**src/cef_defines.svh**
```systemverilog
// Purpose: constants for the error flag and interrupt core
// Assumes: byte-wide register port as seen through the serial front end
// Notes: addresses are the device register addresses
`ifndef CEF_DEFINES_SVH
`define CEF_DEFINES_SVH
// ****************************************
// register addresses
// ****************************************
`define CEF_ADDR_EFLAGS 8'h2D
`define CEF_ADDR_IRQ_EN 8'h2B
`define CEF_ADDR_IRQ_FLAG 8'h2C
`define CEF_RESET_VAL 8'h00
// ****************************************
// error_state_flags bit positions
// ****************************************
`define CEF_BIT_RX1OVR 7
`define CEF_BIT_RX0OVR 6
`define CEF_BIT_BUSOFF 5
`define CEF_BIT_TX_PASSIVE_FLAG 4
`define CEF_BIT_RX_PASSIVE_FLAG 3
`define CEF_BIT_TX_WARNING_FLAG 2
`define CEF_BIT_RX_WARNING_FLAG 1
`define CEF_BIT_ANY_WARNING_FLAG 0
`define CEF_OVR_MASK 8'hC0
// ****************************************
// irq flag bit positions
// ****************************************
`define CEF_IRQ_RX0 0
`define CEF_IRQ_RX1 1
`define CEF_IRQ_ERR 5
// ****************************************
// counter thresholds
// ****************************************
`define CEF_WARN_LIMIT 8'h60
`define CEF_PASSIVE_LIMIT 8'h80
`define CEF_BUSOFF_LIMIT 8'hFF
`define CEF_NUM_SRC 8
`endif

```
**src/cef_pkg.sv**
```systemverilog
// Purpose: shared types for the error flag and interrupt core
// Assumes: cef_defines.svh sits in the include path
// Notes: none
package cef_pkg;
    // ****************************************
    // register access from the command front end
    // ****************************************
    typedef struct packed {
        logic wr;
        logic [7:0] addr;
        logic [7:0] mask;
        logic [7:0] data;
    } cef_reg_req_t;
    // ****************************************
    // per-source interrupt events
    // ****************************************
    typedef struct packed {
        logic [7:0] set;
        logic [7:0] hold;
    } cef_irq_evt_t;
endpackage

```
**src/cef_irq_bit.sv**
```systemverilog
// Purpose: one interrupt flag with host write and clear hold-off; enable gating is in cef_core
// Assumes: events are single-cycle pulses on clk_i
// Notes: hardware set wins over host clear
`timescale 1ns/1ps
module cef_irq_bit (
    // clock and reset
    input wire logic clk_i,
    input wire logic reset_n_i,
    // event side
    input wire logic set_i,
    input wire logic hold_i,
    // host side
    input wire logic wr_i,
    input wire logic wdata_i,
    // state
    output logic flag_o
);
    logic flag_q;
    logic flag_d;

    always_comb begin
        flag_d = flag_q;
        if (wr_i) begin
            // clear refused while the cause persists
            flag_d = wdata_i | (flag_q & hold_i);
        end
        if (set_i) begin
            flag_d = 1'b1;
        end
    end

    always_ff @(posedge clk_i or negedge reset_n_i) begin
        if (!reset_n_i) begin
            flag_q <= 1'b0;
        end else begin
            flag_q <= flag_d;
        end
    end

    assign flag_o = flag_q;
endmodule

```
**src/cef_core.sv**
```systemverilog
// Purpose: error state flags and interrupt generation of a CAN controller
// Assumes: counters and events come from logic on clk_i
// Notes: the register port is the byte command port of the serial front end
// Operation
// - buffer one overflow sets when accepted while buffer one still full
// - buffer zero overflow sets likewise and stays until host clears
// - bus-off flag sets when transmit error count reaches 255
// - bus-off clears only after completed recovery sequence
// - transmit passive flag follows transmit count above 127
// - receive passive flag follows receive count at least 128
// - transmit warning flag follows transmit count at least 96
// - receive warning flag follows receive count at least 96
// - combined warning is OR of both warnings
// - eight interrupt sources, each with enable and flag bit
// - enable bit per source gates flag onto interrupt output
// - each event recorded in its flag bit
// - interrupt output low while any enabled flag is set
// - host clear ignored while setting condition persists
// - host may set flags; enabled ones raise interrupt
// - error interrupt on overflow or error state change
`timescale 1ns/1ps
`include "cef_defines.svh"
module cef_core
    import cef_pkg::*;
(
    // clock and reset
    input wire logic clk_i,
    input wire logic reset_n_i,
    // register command port
    input wire cef_reg_req_t req_i,
    output logic [7:0] rdata_o,
    // error counters and bus state
    input wire logic [7:0] tx_error_count_i,
    input wire logic [7:0] rx_error_count_i,
    input wire logic recovery_done_i,
    // receive side
    input wire logic rx_accept_buf0_i,
    input wire logic rx_accept_buf1_i,
    // other interrupt sources
    input wire cef_irq_evt_t irq_evt_i,
    // host interrupt
    output logic irq_n_o,
    output logic [7:0] irq_flag_reg_o
);
    // ****************************************
    // state
    // ****************************************
    logic [7:0] irq_enable_reg_q;
    logic rx_buf1_overflow_q;
    logic rx_buf0_overflow_q;
    logic bus_off_flag_q;
    logic tx_passive_flag_q;
    logic rx_passive_flag_q;
    logic tx_warning_flag_q;
    logic rx_warning_flag_q;
    logic [7:0] error_state_flags;
    logic [7:0] err_state_prev_q;
    logic [7:0] irq_flags;
    logic [7:0] src_set;
    logic [7:0] src_hold;
    logic [7:0] masked_wdata;
    logic wr_en;
    logic wr_flag;
    logic wr_error_state_flags;
    logic err_change;
    logic [7:0] rdata_q;

    // masked_bit_write: plain write uses an all-ones mask
    assign masked_wdata = req_i.data & req_i.mask;
    assign wr_en = req_i.wr & (req_i.addr == `CEF_ADDR_IRQ_EN);
    assign wr_flag = req_i.wr & (req_i.addr == `CEF_ADDR_IRQ_FLAG);
    assign wr_error_state_flags = req_i.wr & (req_i.addr == `CEF_ADDR_EFLAGS);

    // ****************************************
    // enable register
    // ****************************************
    // masked write keeps bits outside the mask as they were
    always_ff @(posedge clk_i or negedge reset_n_i) begin
        if (!reset_n_i) begin
            irq_enable_reg_q <= `CEF_RESET_VAL;
        end else if (wr_en) begin
            irq_enable_reg_q <= masked_wdata
                | (irq_enable_reg_q & ~req_i.mask);
        end
    end

    // ****************************************
    // overflow flags
    // ****************************************
    always_ff @(posedge clk_i or negedge reset_n_i) begin
        if (!reset_n_i) begin
            rx_buf1_overflow_q <= 1'b0;
            rx_buf0_overflow_q <= 1'b0;
        end else begin
            // only a host write clears; a new overflow wins
            if (rx_accept_buf1_i && irq_flags[`CEF_IRQ_RX1]) begin
                rx_buf1_overflow_q <= 1'b1;
            end else if (wr_error_state_flags && req_i.mask[`CEF_BIT_RX1OVR]) begin
                rx_buf1_overflow_q <= req_i.data[`CEF_BIT_RX1OVR]
                    & rx_buf1_overflow_q;
            end
            if (rx_accept_buf0_i && irq_flags[`CEF_IRQ_RX0]) begin
                rx_buf0_overflow_q <= 1'b1;
            end else if (wr_error_state_flags && req_i.mask[`CEF_BIT_RX0OVR]) begin
                rx_buf0_overflow_q <= req_i.data[`CEF_BIT_RX0OVR]
                    & rx_buf0_overflow_q;
            end
        end
    end

    // ****************************************
    // counter-derived flags
    // ****************************************
    // counter saturates at the limit, so equality marks the reaching point
    always_ff @(posedge clk_i or negedge reset_n_i) begin
        if (!reset_n_i) begin
            bus_off_flag_q <= 1'b0;
        end else if (tx_error_count_i == `CEF_BUSOFF_LIMIT) begin
            bus_off_flag_q <= 1'b1;
        end else if (recovery_done_i) begin
            bus_off_flag_q <= 1'b0;
        end
    end

    // registered so the readback and change detect see one edge
    always_ff @(posedge clk_i or negedge reset_n_i) begin
        if (!reset_n_i) begin
            tx_passive_flag_q <= 1'b0;
            rx_passive_flag_q <= 1'b0;
            tx_warning_flag_q <= 1'b0;
            rx_warning_flag_q <= 1'b0;
        end else begin
            tx_passive_flag_q <=
                tx_error_count_i >= `CEF_PASSIVE_LIMIT;
            rx_passive_flag_q <=
                rx_error_count_i >= `CEF_PASSIVE_LIMIT;
            tx_warning_flag_q <=
                tx_error_count_i >= `CEF_WARN_LIMIT;
            rx_warning_flag_q <=
                rx_error_count_i >= `CEF_WARN_LIMIT;
        end
    end

    always_comb begin
        error_state_flags = `CEF_RESET_VAL;
        error_state_flags[`CEF_BIT_RX1OVR] = rx_buf1_overflow_q;
        error_state_flags[`CEF_BIT_RX0OVR] = rx_buf0_overflow_q;
        error_state_flags[`CEF_BIT_BUSOFF] = bus_off_flag_q;
        error_state_flags[`CEF_BIT_TX_PASSIVE_FLAG] = tx_passive_flag_q;
        error_state_flags[`CEF_BIT_RX_PASSIVE_FLAG] = rx_passive_flag_q;
        error_state_flags[`CEF_BIT_TX_WARNING_FLAG] = tx_warning_flag_q;
        error_state_flags[`CEF_BIT_RX_WARNING_FLAG] = rx_warning_flag_q;
        error_state_flags[`CEF_BIT_ANY_WARNING_FLAG] =
            tx_warning_flag_q | rx_warning_flag_q;
    end

    // ****************************************
    // error interrupt source
    // ****************************************
    always_ff @(posedge clk_i or negedge reset_n_i) begin
        if (!reset_n_i) begin
            err_state_prev_q <= `CEF_RESET_VAL;
        end else begin
            err_state_prev_q <= error_state_flags;
        end
    end

    // rising overflow or any change of the counter-derived state
    assign err_change =
        |(error_state_flags & ~err_state_prev_q & `CEF_OVR_MASK)
        | |((error_state_flags ^ err_state_prev_q)
            & ~`CEF_OVR_MASK);

    always_comb begin
        src_set = irq_evt_i.set;
        src_hold = irq_evt_i.hold;
        src_set[`CEF_IRQ_ERR] = irq_evt_i.set[`CEF_IRQ_ERR] | err_change;
    end

    // ****************************************
    // interrupt flags, one per source
    // ****************************************
    genvar gi;
    generate
        for (gi = 0; gi < `CEF_NUM_SRC; gi = gi + 1) begin : g_src
            cef_irq_bit u_bit (
                .clk_i(clk_i),
                .reset_n_i(reset_n_i),
                .set_i(src_set[gi]),
                .hold_i(src_hold[gi]),
                .wr_i(wr_flag & req_i.mask[gi]),
                .wdata_i(req_i.data[gi]),
                .flag_o(irq_flags[gi])
            );
        end
    endgenerate

    // combinational so the pin follows the flag in the same cycle
    assign irq_n_o = ~|(irq_flags & irq_enable_reg_q);
    assign irq_flag_reg_o = irq_flags;

    // ****************************************
    // read data
    // ****************************************
    // unmapped addresses read as zero rather than aliasing a register
    // one cycle of latency keeps the read path off the combinational decode
    always_ff @(posedge clk_i or negedge reset_n_i) begin
        if (!reset_n_i) begin
            rdata_q <= `CEF_RESET_VAL;
        end else begin
            case (req_i.addr)
                `CEF_ADDR_EFLAGS: rdata_q <= error_state_flags;
                `CEF_ADDR_IRQ_EN: rdata_q <= irq_enable_reg_q;
                `CEF_ADDR_IRQ_FLAG: rdata_q <= irq_flags;
                default: rdata_q <= `CEF_RESET_VAL;
            endcase
        end
    end
    assign rdata_o = rdata_q;
endmodule

```
**config.mk**
```make
export PLATFORM = sky130hd
export DESIGN_NAME = cef_core
export DESIGN_NICKNAME = d
export VERILOG_FILES = /design/src/cef_pkg.sv /design/src/cef_irq_bit.sv /design/src/cef_core.sv
export VERILOG_INCLUDE_DIRS = /design/src
export SDC_FILE = /design/constraint.sdc
export NUM_CORES = 1
export LEC_CHECK = 0
export ABC_AREA = 1
export BUFFER_PORTS_ARGS = -buffer_cell sky130_fd_sc_hd__buf_2
export CAP_MARGIN = 0
export CORE_MARGIN = 3
export CORE_UTILIZATION = 24
export CTS_CLUSTER_SIZE = 10
export DETAILED_ROUTE_END_ITERATION = 6
export MAX_ROUTING_LAYER = met4
export PLACE_DENSITY = 0.55
export SETUP_SLACK_MARGIN = 0.05
export SLEW_MARGIN = 20
export SYNTH_ARGS = -nofsm -noshare
export SYNTH_HDL_FRONTEND = slang
export SYNTH_SLANG_ARGS = --single-unit
```
**constraint.sdc**
```tcl
create_clock -name clk_i -period 1.2 [get_ports clk_i]
set_input_delay 0.06 -clock clk_i [delete_from_list [all_inputs] [get_ports clk_i]]
set_output_delay 0.06 -clock clk_i [all_outputs]
set_load 0.02 [all_outputs]
```
==> results.json, run 1 <==
{
  "drv_slew": 0,
  "clockBufferDepth": 2,
  "drive_gt1_share_pct": 35.9,
  "cap_viol_max_count": 0,
  "worstMarginPinSlew_ps": 444,
  "pin_count": 79,
  "die_area_um2": 9740,
  "sw_frac_of_total_pct": 24.6,
  "vdd_ir_drop_max_uv": 412,
  "ys_seq_elements": 39,
  "rsz0062_at_grt": "true",
  "timing.final.crit_share_pct": 99.9,
  "cts_tree": "done",
  "cp-start-kind": "flip-flop",
  "cts-root-buf": "clkbuf_8",
  "yosys-top-cells-count": "80 x nand2_1, 39 x dfrtp_1, 33 x inv_1",
  "hold_ws_ps": 6.61,
  "critPathCaptureType": "output port",
  "dieHeight_um": 98.7,
  "fin_util_pct": 34.4,
  "path_clk_slew_ps": 70,
  "synthTopCellsByArea": "dfrtp_1 47%, nand2_1 15%, inv_1 6.0%",
  "slew_headroom_pct": 70.4,
  "finalCriticalPeriod_ps": 1200,
  "clkLatencyLatePin_ps": 280,
  "synth_warnings": 0,
  "grt.overflow.total": 0,
  "htree_levels": 2,
  "grt_start_max_net_pins": 24,
  "synth-seq-area-share_pct": 47.3,
  "antenna_found_initial": 0,
  "switching_power_w": 0.000674,
  "synthCells": 260,
  "gp_routability_congestion": 0.843,
  "synth.avg_cell_area_um2": 7.93,
  "drtIter0Drc": 82,
  "pwr-share-comb_pct": 14.4,
  "setup_viol": 0,
  "grt_use_total_pct": 12.0,
  "wl_per_cell_um": 11.8,
  "cts_sinks": 39,
  "start_util_pct": 24.8,
  "multi_input_area_um2": 846,
  "finClkSkew_ps": 3.64,
  "netlist.area_leader.share_pct": 47.3,
  "dpl.hpwl_mm": 4.14,
  "drt_pass1_iterations": 4,
  "p_clk_share_pct": 35.2,
  "cp_max_fo": 3,
  "cts_made_buffers": 5,
  "register_area_um2": 978,
  "async_flop_share_pct": 100,
  "grt_pass1_vias": 1984,
  "grt_first_pass_wirelength_mm": 9.07,
  "clock.fmax_mhz": 834,
  "seqPwrFrac_pct": 50.4,
  "drcViolationCount": 0,
  "synth_area_um2": 2060,
  "synth.most_common_cell": "nand2_1",
  "post-synth-top-area-cell": "dfrtp_1",
  "outcome": "finished, final reports clean",
  "hold_viol": 0,
  "core.rowCount": 33,
  "hp-class": "in -> reg",
  "yosys.cell_types.count": 26,
  "synth_edf_count": 0,
  "p_per_area_nw_per_um2": 959,
  "wl_mm": 5.48,
  "crit_type": "reg -> out",
  "core_area_um2": 8300,
  "ant_nets": 0,
  "vias": 1980,
  "worstPathArrival_ps": 1140,
  "fill_cells": 891,
  "final_nets": 420,
  "p_leak_nw": 1.54,
  "synth_ff_type": "dfrtp_1",
  "cp.required_ps": 1140,
  "port_buffers": 73,
  "viasPerCell": 4.27,
  "p_int_w": 0.00206,
  "n_antenna_cell": 0,
  "die_w_um": 98.7,
  "synth_fp_nets": 322,
  "syn_to_final_growth_pct": 38.4
}
[critical path: stages, from the launching register on]
cell	delay, ps
dfrtp_1	410
nand2_1	90
nand4_1	90
nor2_1	110
buf_4	150
[final cells by class]
cell class	instances	area share, %
flip-flops and latches	39	34.3
multi-input cells	171	29.6
repair buffers	105	23.2
inverters	36	4.73
well taps	105	4.60
clock buffers	8	3.51
[worst paths after layout]
kind | from | to | slack [ps] | cells past startpoint
setup / recovery | flip-flop | irq_n_o | 2 | 4
hold / removal | rx_accept_buf0_i | rx_buf0_overflow_q | 7 | 3
setup reg to reg | g_src[5].u_bit.flag_o | g_src[5].u_bit.flag_o | 140 | 5
hold reg to reg | rx_buf1_overflow_q | err_state_prev_q[7] | 440 | 0
max in group asynchronous | reset_n_i | g_src[1].u_bit.flag_o | 450 | 3
min in group asynchronous | reset_n_i | rdata_o[6] | 270 | 2
[per-layer routing]
layer / global-route usage, % / routed length (um) / vias to the layer above
met3: 2.62 / 327 / 4
met5: - / 0 / -
met2: 20.0 / 2580 / 62
met4: 2.52 / 31 / 0
met1: 15.1 / 2540 / 907
li1: - / - / 1007
[metrics by stage]
stage                     instance area, um^2  TNS [ps]  total power, W  instances  worst slack (ps)
after floorplan                          2060         0         0.00156        260               236
after global placement                   2520         0         0.00174        430              98.9
after detailed placement                 2520         0         0.00174        430              78.1
after CTS                                2820    -0.714         0.00276        460            -0.714
after global routing                     2850     -71.2         0.00288        464             -71.2
final                                    2850         0         0.00274        464              1.50
[power by group through the flow]
stage          registers, W  logic (W)  clock network, W
2_1_floorplan       0.00140   0.000157                 0
3_3_place_gp        0.00141   0.000326                 0
3_5_place_dp        0.00141   0.000330                 0
4_1_cts             0.00138   0.000391          0.000989
5_1_grt             0.00138   0.000446           0.00105
6_report            0.00138   0.000394          0.000964
[cells in the final DEF (no fill, tap or decap)]
cell type / count
dfrtp_1: 37
nand3_1: 17
nand3_2: 6
buf_12: 2
o21ai_0: 3
dlygate4sd3_1: 12
o211ai_2: 2
and2_4: 1
nand3b_1: 1
o21ai_1: 10
inv_2: 3
nor2_4: 1
nor3_4: 1
nor2_2: 3
o22ai_1: 1
nand2_1: 80
or2_2: 1
nand4_1: 15
buf_4: 19
clkbuf_8: 7
inv_1: 33
buf_2: 72
nand2_2: 9
dfrtp_2: 2
a21o_1: 2
nor2_1: 16
clkbuf_1: 1
a21oi_1: 2
[logic make-up (layout without fill, tap and decap cells)]
family	count (synthesis)	count (layout)	share of synthesized area, %
and+or+nand+nor	151	151	35.0
buffers and inverters	50	149	11.8
DFF	39	39	47.3
AOI/OAI and AO/OA	20	20	5.89
[repair_timing]
action	4_1_cts	5_1_grt
gates resized for setup	3	1
buffers inserted	10	4
endpoints found under the hold margin	25	0
pin swaps	3	2
hold buffers	12	0
setup endpoints to repair	1	2
(Power assumes the default switching activity.)
==> run 2, diff against run 1 <==
- PLACE_DENSITY: 0.55 -> 0.57
- clock period: 1.2 -> 1 ns (I/O delays scaled with it)
==> run 2 against run 1 <==
Net effect: the flow now finishes with violations (negative setup slack); hold slack gained 1.9 ps; combinational power up 40%; total power is 18% higher; register-to-register slack lost 200 ps; count of clock-buffer cells in the layout fell by 2; critical endpoint unchanged; clock power is 8% higher; critical path type unchanged; via count up 2.5%; non-clock buffer count grew 21; die area stayed put; sequential power rose by 20%; sequential share of layout area fell by 2.6 points.
==> results.json, run 2 (synthesis results as in run 1) <==
{
  "htree_levels": 2,
  "wl_mm": 5.62,
  "ant_nets": 0,
  "path_clk_slew_ps": 70,
  "cts-root-buf": "clkbuf_8",
  "drtIter0Drc": 71,
  "final_cell_mix": "78 x nand2_1, 64 x buf_2, 38 x dfrtp_1",
  "clock.fmax_mhz": 833,
  "cp_max_fo": 2,
  "placed_area_um2": 2690,
  "dieHeight_um": 98.7,
  "drcViolationCount": 0,
  "core_area_um2": 8300,
  "violations": "negative setup slack",
  "crit_type": "reg -> out",
  "syn_to_final_growth_pct": 49.6,
  "cp-start-kind": "flip-flop",
  "grt_use_total_pct": 12.2,
  "wl_per_cell_um": 11.6,
  "viasPerCell": 4.18,
  "port_buffers": 73,
  "grt_pass1_vias": 2037,
  "place_ws_ps": -33.8,
  "die_w_um": 98.7,
  "cap_viol_max_count": 0,
  "antenna_found_initial": 0,
  "layout_commonest_cell": "nand2_1",
  "worstMarginPinSlew_ps": 281,
  "n_antenna_cell": 0,
  "clkLatencyLatePin_ps": 290,
  "hold_depth": 3,
  "grt_first_pass_wirelength_mm": 9.24,
  "grt.overflow.total": 0,
  "rsz0062_at_grt": "true",
  "final_nets": 441,
  "fin_util_pct": 37.2,
  "finClkSkew_ps": 5.54,
  "outcome": "finished, violations left",
  "timing.final.crit_share_pct": 120,
  "register_area_um2": 977,
  "p_leak_nw": 1.66,
  "drv_slew": 0,
  "fill_cells": 864,
  "rr_startpoint": "g_src[5].u_bit.flag_o",
  "start_util_pct": 24.8,
  "vdd_ir_drop_max_uv": 483,
  "p_per_area_nw_per_um2": 1050,
  "finalCriticalPeriod_ps": 1200,
  "slew_headroom_pct": 81.3,
  "grt_start_max_net_pins": 40,
  "hold_viol": 0,
  "r2r_cells": 5,
  "worstPathArrival_ps": 1150,
  "pin_count": 79,
  "dpl.hpwl_mm": 4.34,
  "fin_ws_ps": -200,
  "cts_made_buffers": 5,
  "cp.required_ps": 950,
  "setup_viol": 3,
  "gp_routability_congestion": 0.800,
  "timing.setup.tns_ps": -326,
  "hold_ws_ps": 8.51,
  "vias": 2029,
  "hp-class": "in -> reg",
  "core.rowCount": 33,
  "critPathCaptureType": "output port",
  "die_area_um2": 9740,
  "clockBufferDepth": 2,
  "drive_gt1_share_pct": 39.2,
  "multi_input_area_um2": 851,
  "reg2reg_slack_ps": -60,
  "rr_endpoint": "g_src[5].u_bit.flag_o",
  "drt_pass1_iterations": 4,
  "cts_sinks": 39,
  "hp-start": "req_i[7]",
  "stdcell_area_um2": 3080,
  "cts_tree": "done"
}
## run 2: timing repair
action | CTS | global route
hold endpoints to repair | 51 | 0
buffers inserted | 4 | 8
pin swaps | 5 | 3
hold buffers | 15 | 0
gates resized for setup | 24 | 6
setup endpoints to repair | 11 | 12
## run 2: how the worst max path moves through the flow
stage | depth (start not counted) | endpoint | start | slack, ps
CTS | 4 | irq_n_o | flip-flop | -210
detailed placement | 8 | g_src[6].u_bit.flag_o | req_i[22] | -30
global placement | 8 | g_src[5].u_bit.flag_o | req_i[23] | -20
floorplan | 5 | g_src[5].u_bit.flag_o | rx_warning_flag_q | 60
global route | 4 | irq_n_o | flip-flop | -310
finish | 4 | irq_n_o | g_src[7].u_bit.flag_o | -200
## run 2: power breakdown
| group | switching [W] | internal (W) | leakage (nW) | total, W |
|---|---|---|---|---|
| logic | 0.000263 | 0.000287 | 1.16 | 0.000550 |
| registers | 0.0000306 | 0.00162 | 0.463 | 0.00165 |
| clock network | 0.000551 | 0.000488 | 0.0412 | 0.00104 |
| total | 0.000844 | 0.00239 | 1.66 | 0.00324 |
## run 2: cell type report
cell class                      count  share of cell area, %
Sequential cell                    39                   31.7
Timing Repair Buffer              126                   29.3
Multi-Input combinational cell    171                   27.6
Tap cell                          105                   4.26
Clock buffer                        6                   2.35
Inverter                           36                   4.38
Clock inverter                      2                  0.406
## run 2: per-layer routing
layer  vias to the layer above  wire length [um]  global-route usage, %
met5                         -                 0                      -
met4                         0                47                   3.05
met3                         7               306                   3.40
met2                        51              2750                   20.3
met1                       918              2520                   14.7
li1                       1053                 -                      -
## run 2: critical path: stages (launching register included)
cell and delay (ps):
dfrtp_1 400, nand2_1 90, nand4_1 120, nor2_1 110
buf_4 150
## run 2: stage by stage
| stage | power [W] | instances |
|---|---|---|
| after floorplan | 0.00187 | 260 |
| after global placement | 0.00213 | 452 |
| after detailed placement | 0.00213 | 452 |
| after CTS | 0.00326 | 479 |
| after global routing | 0.00342 | 485 |
| final | 0.00324 | 485 |
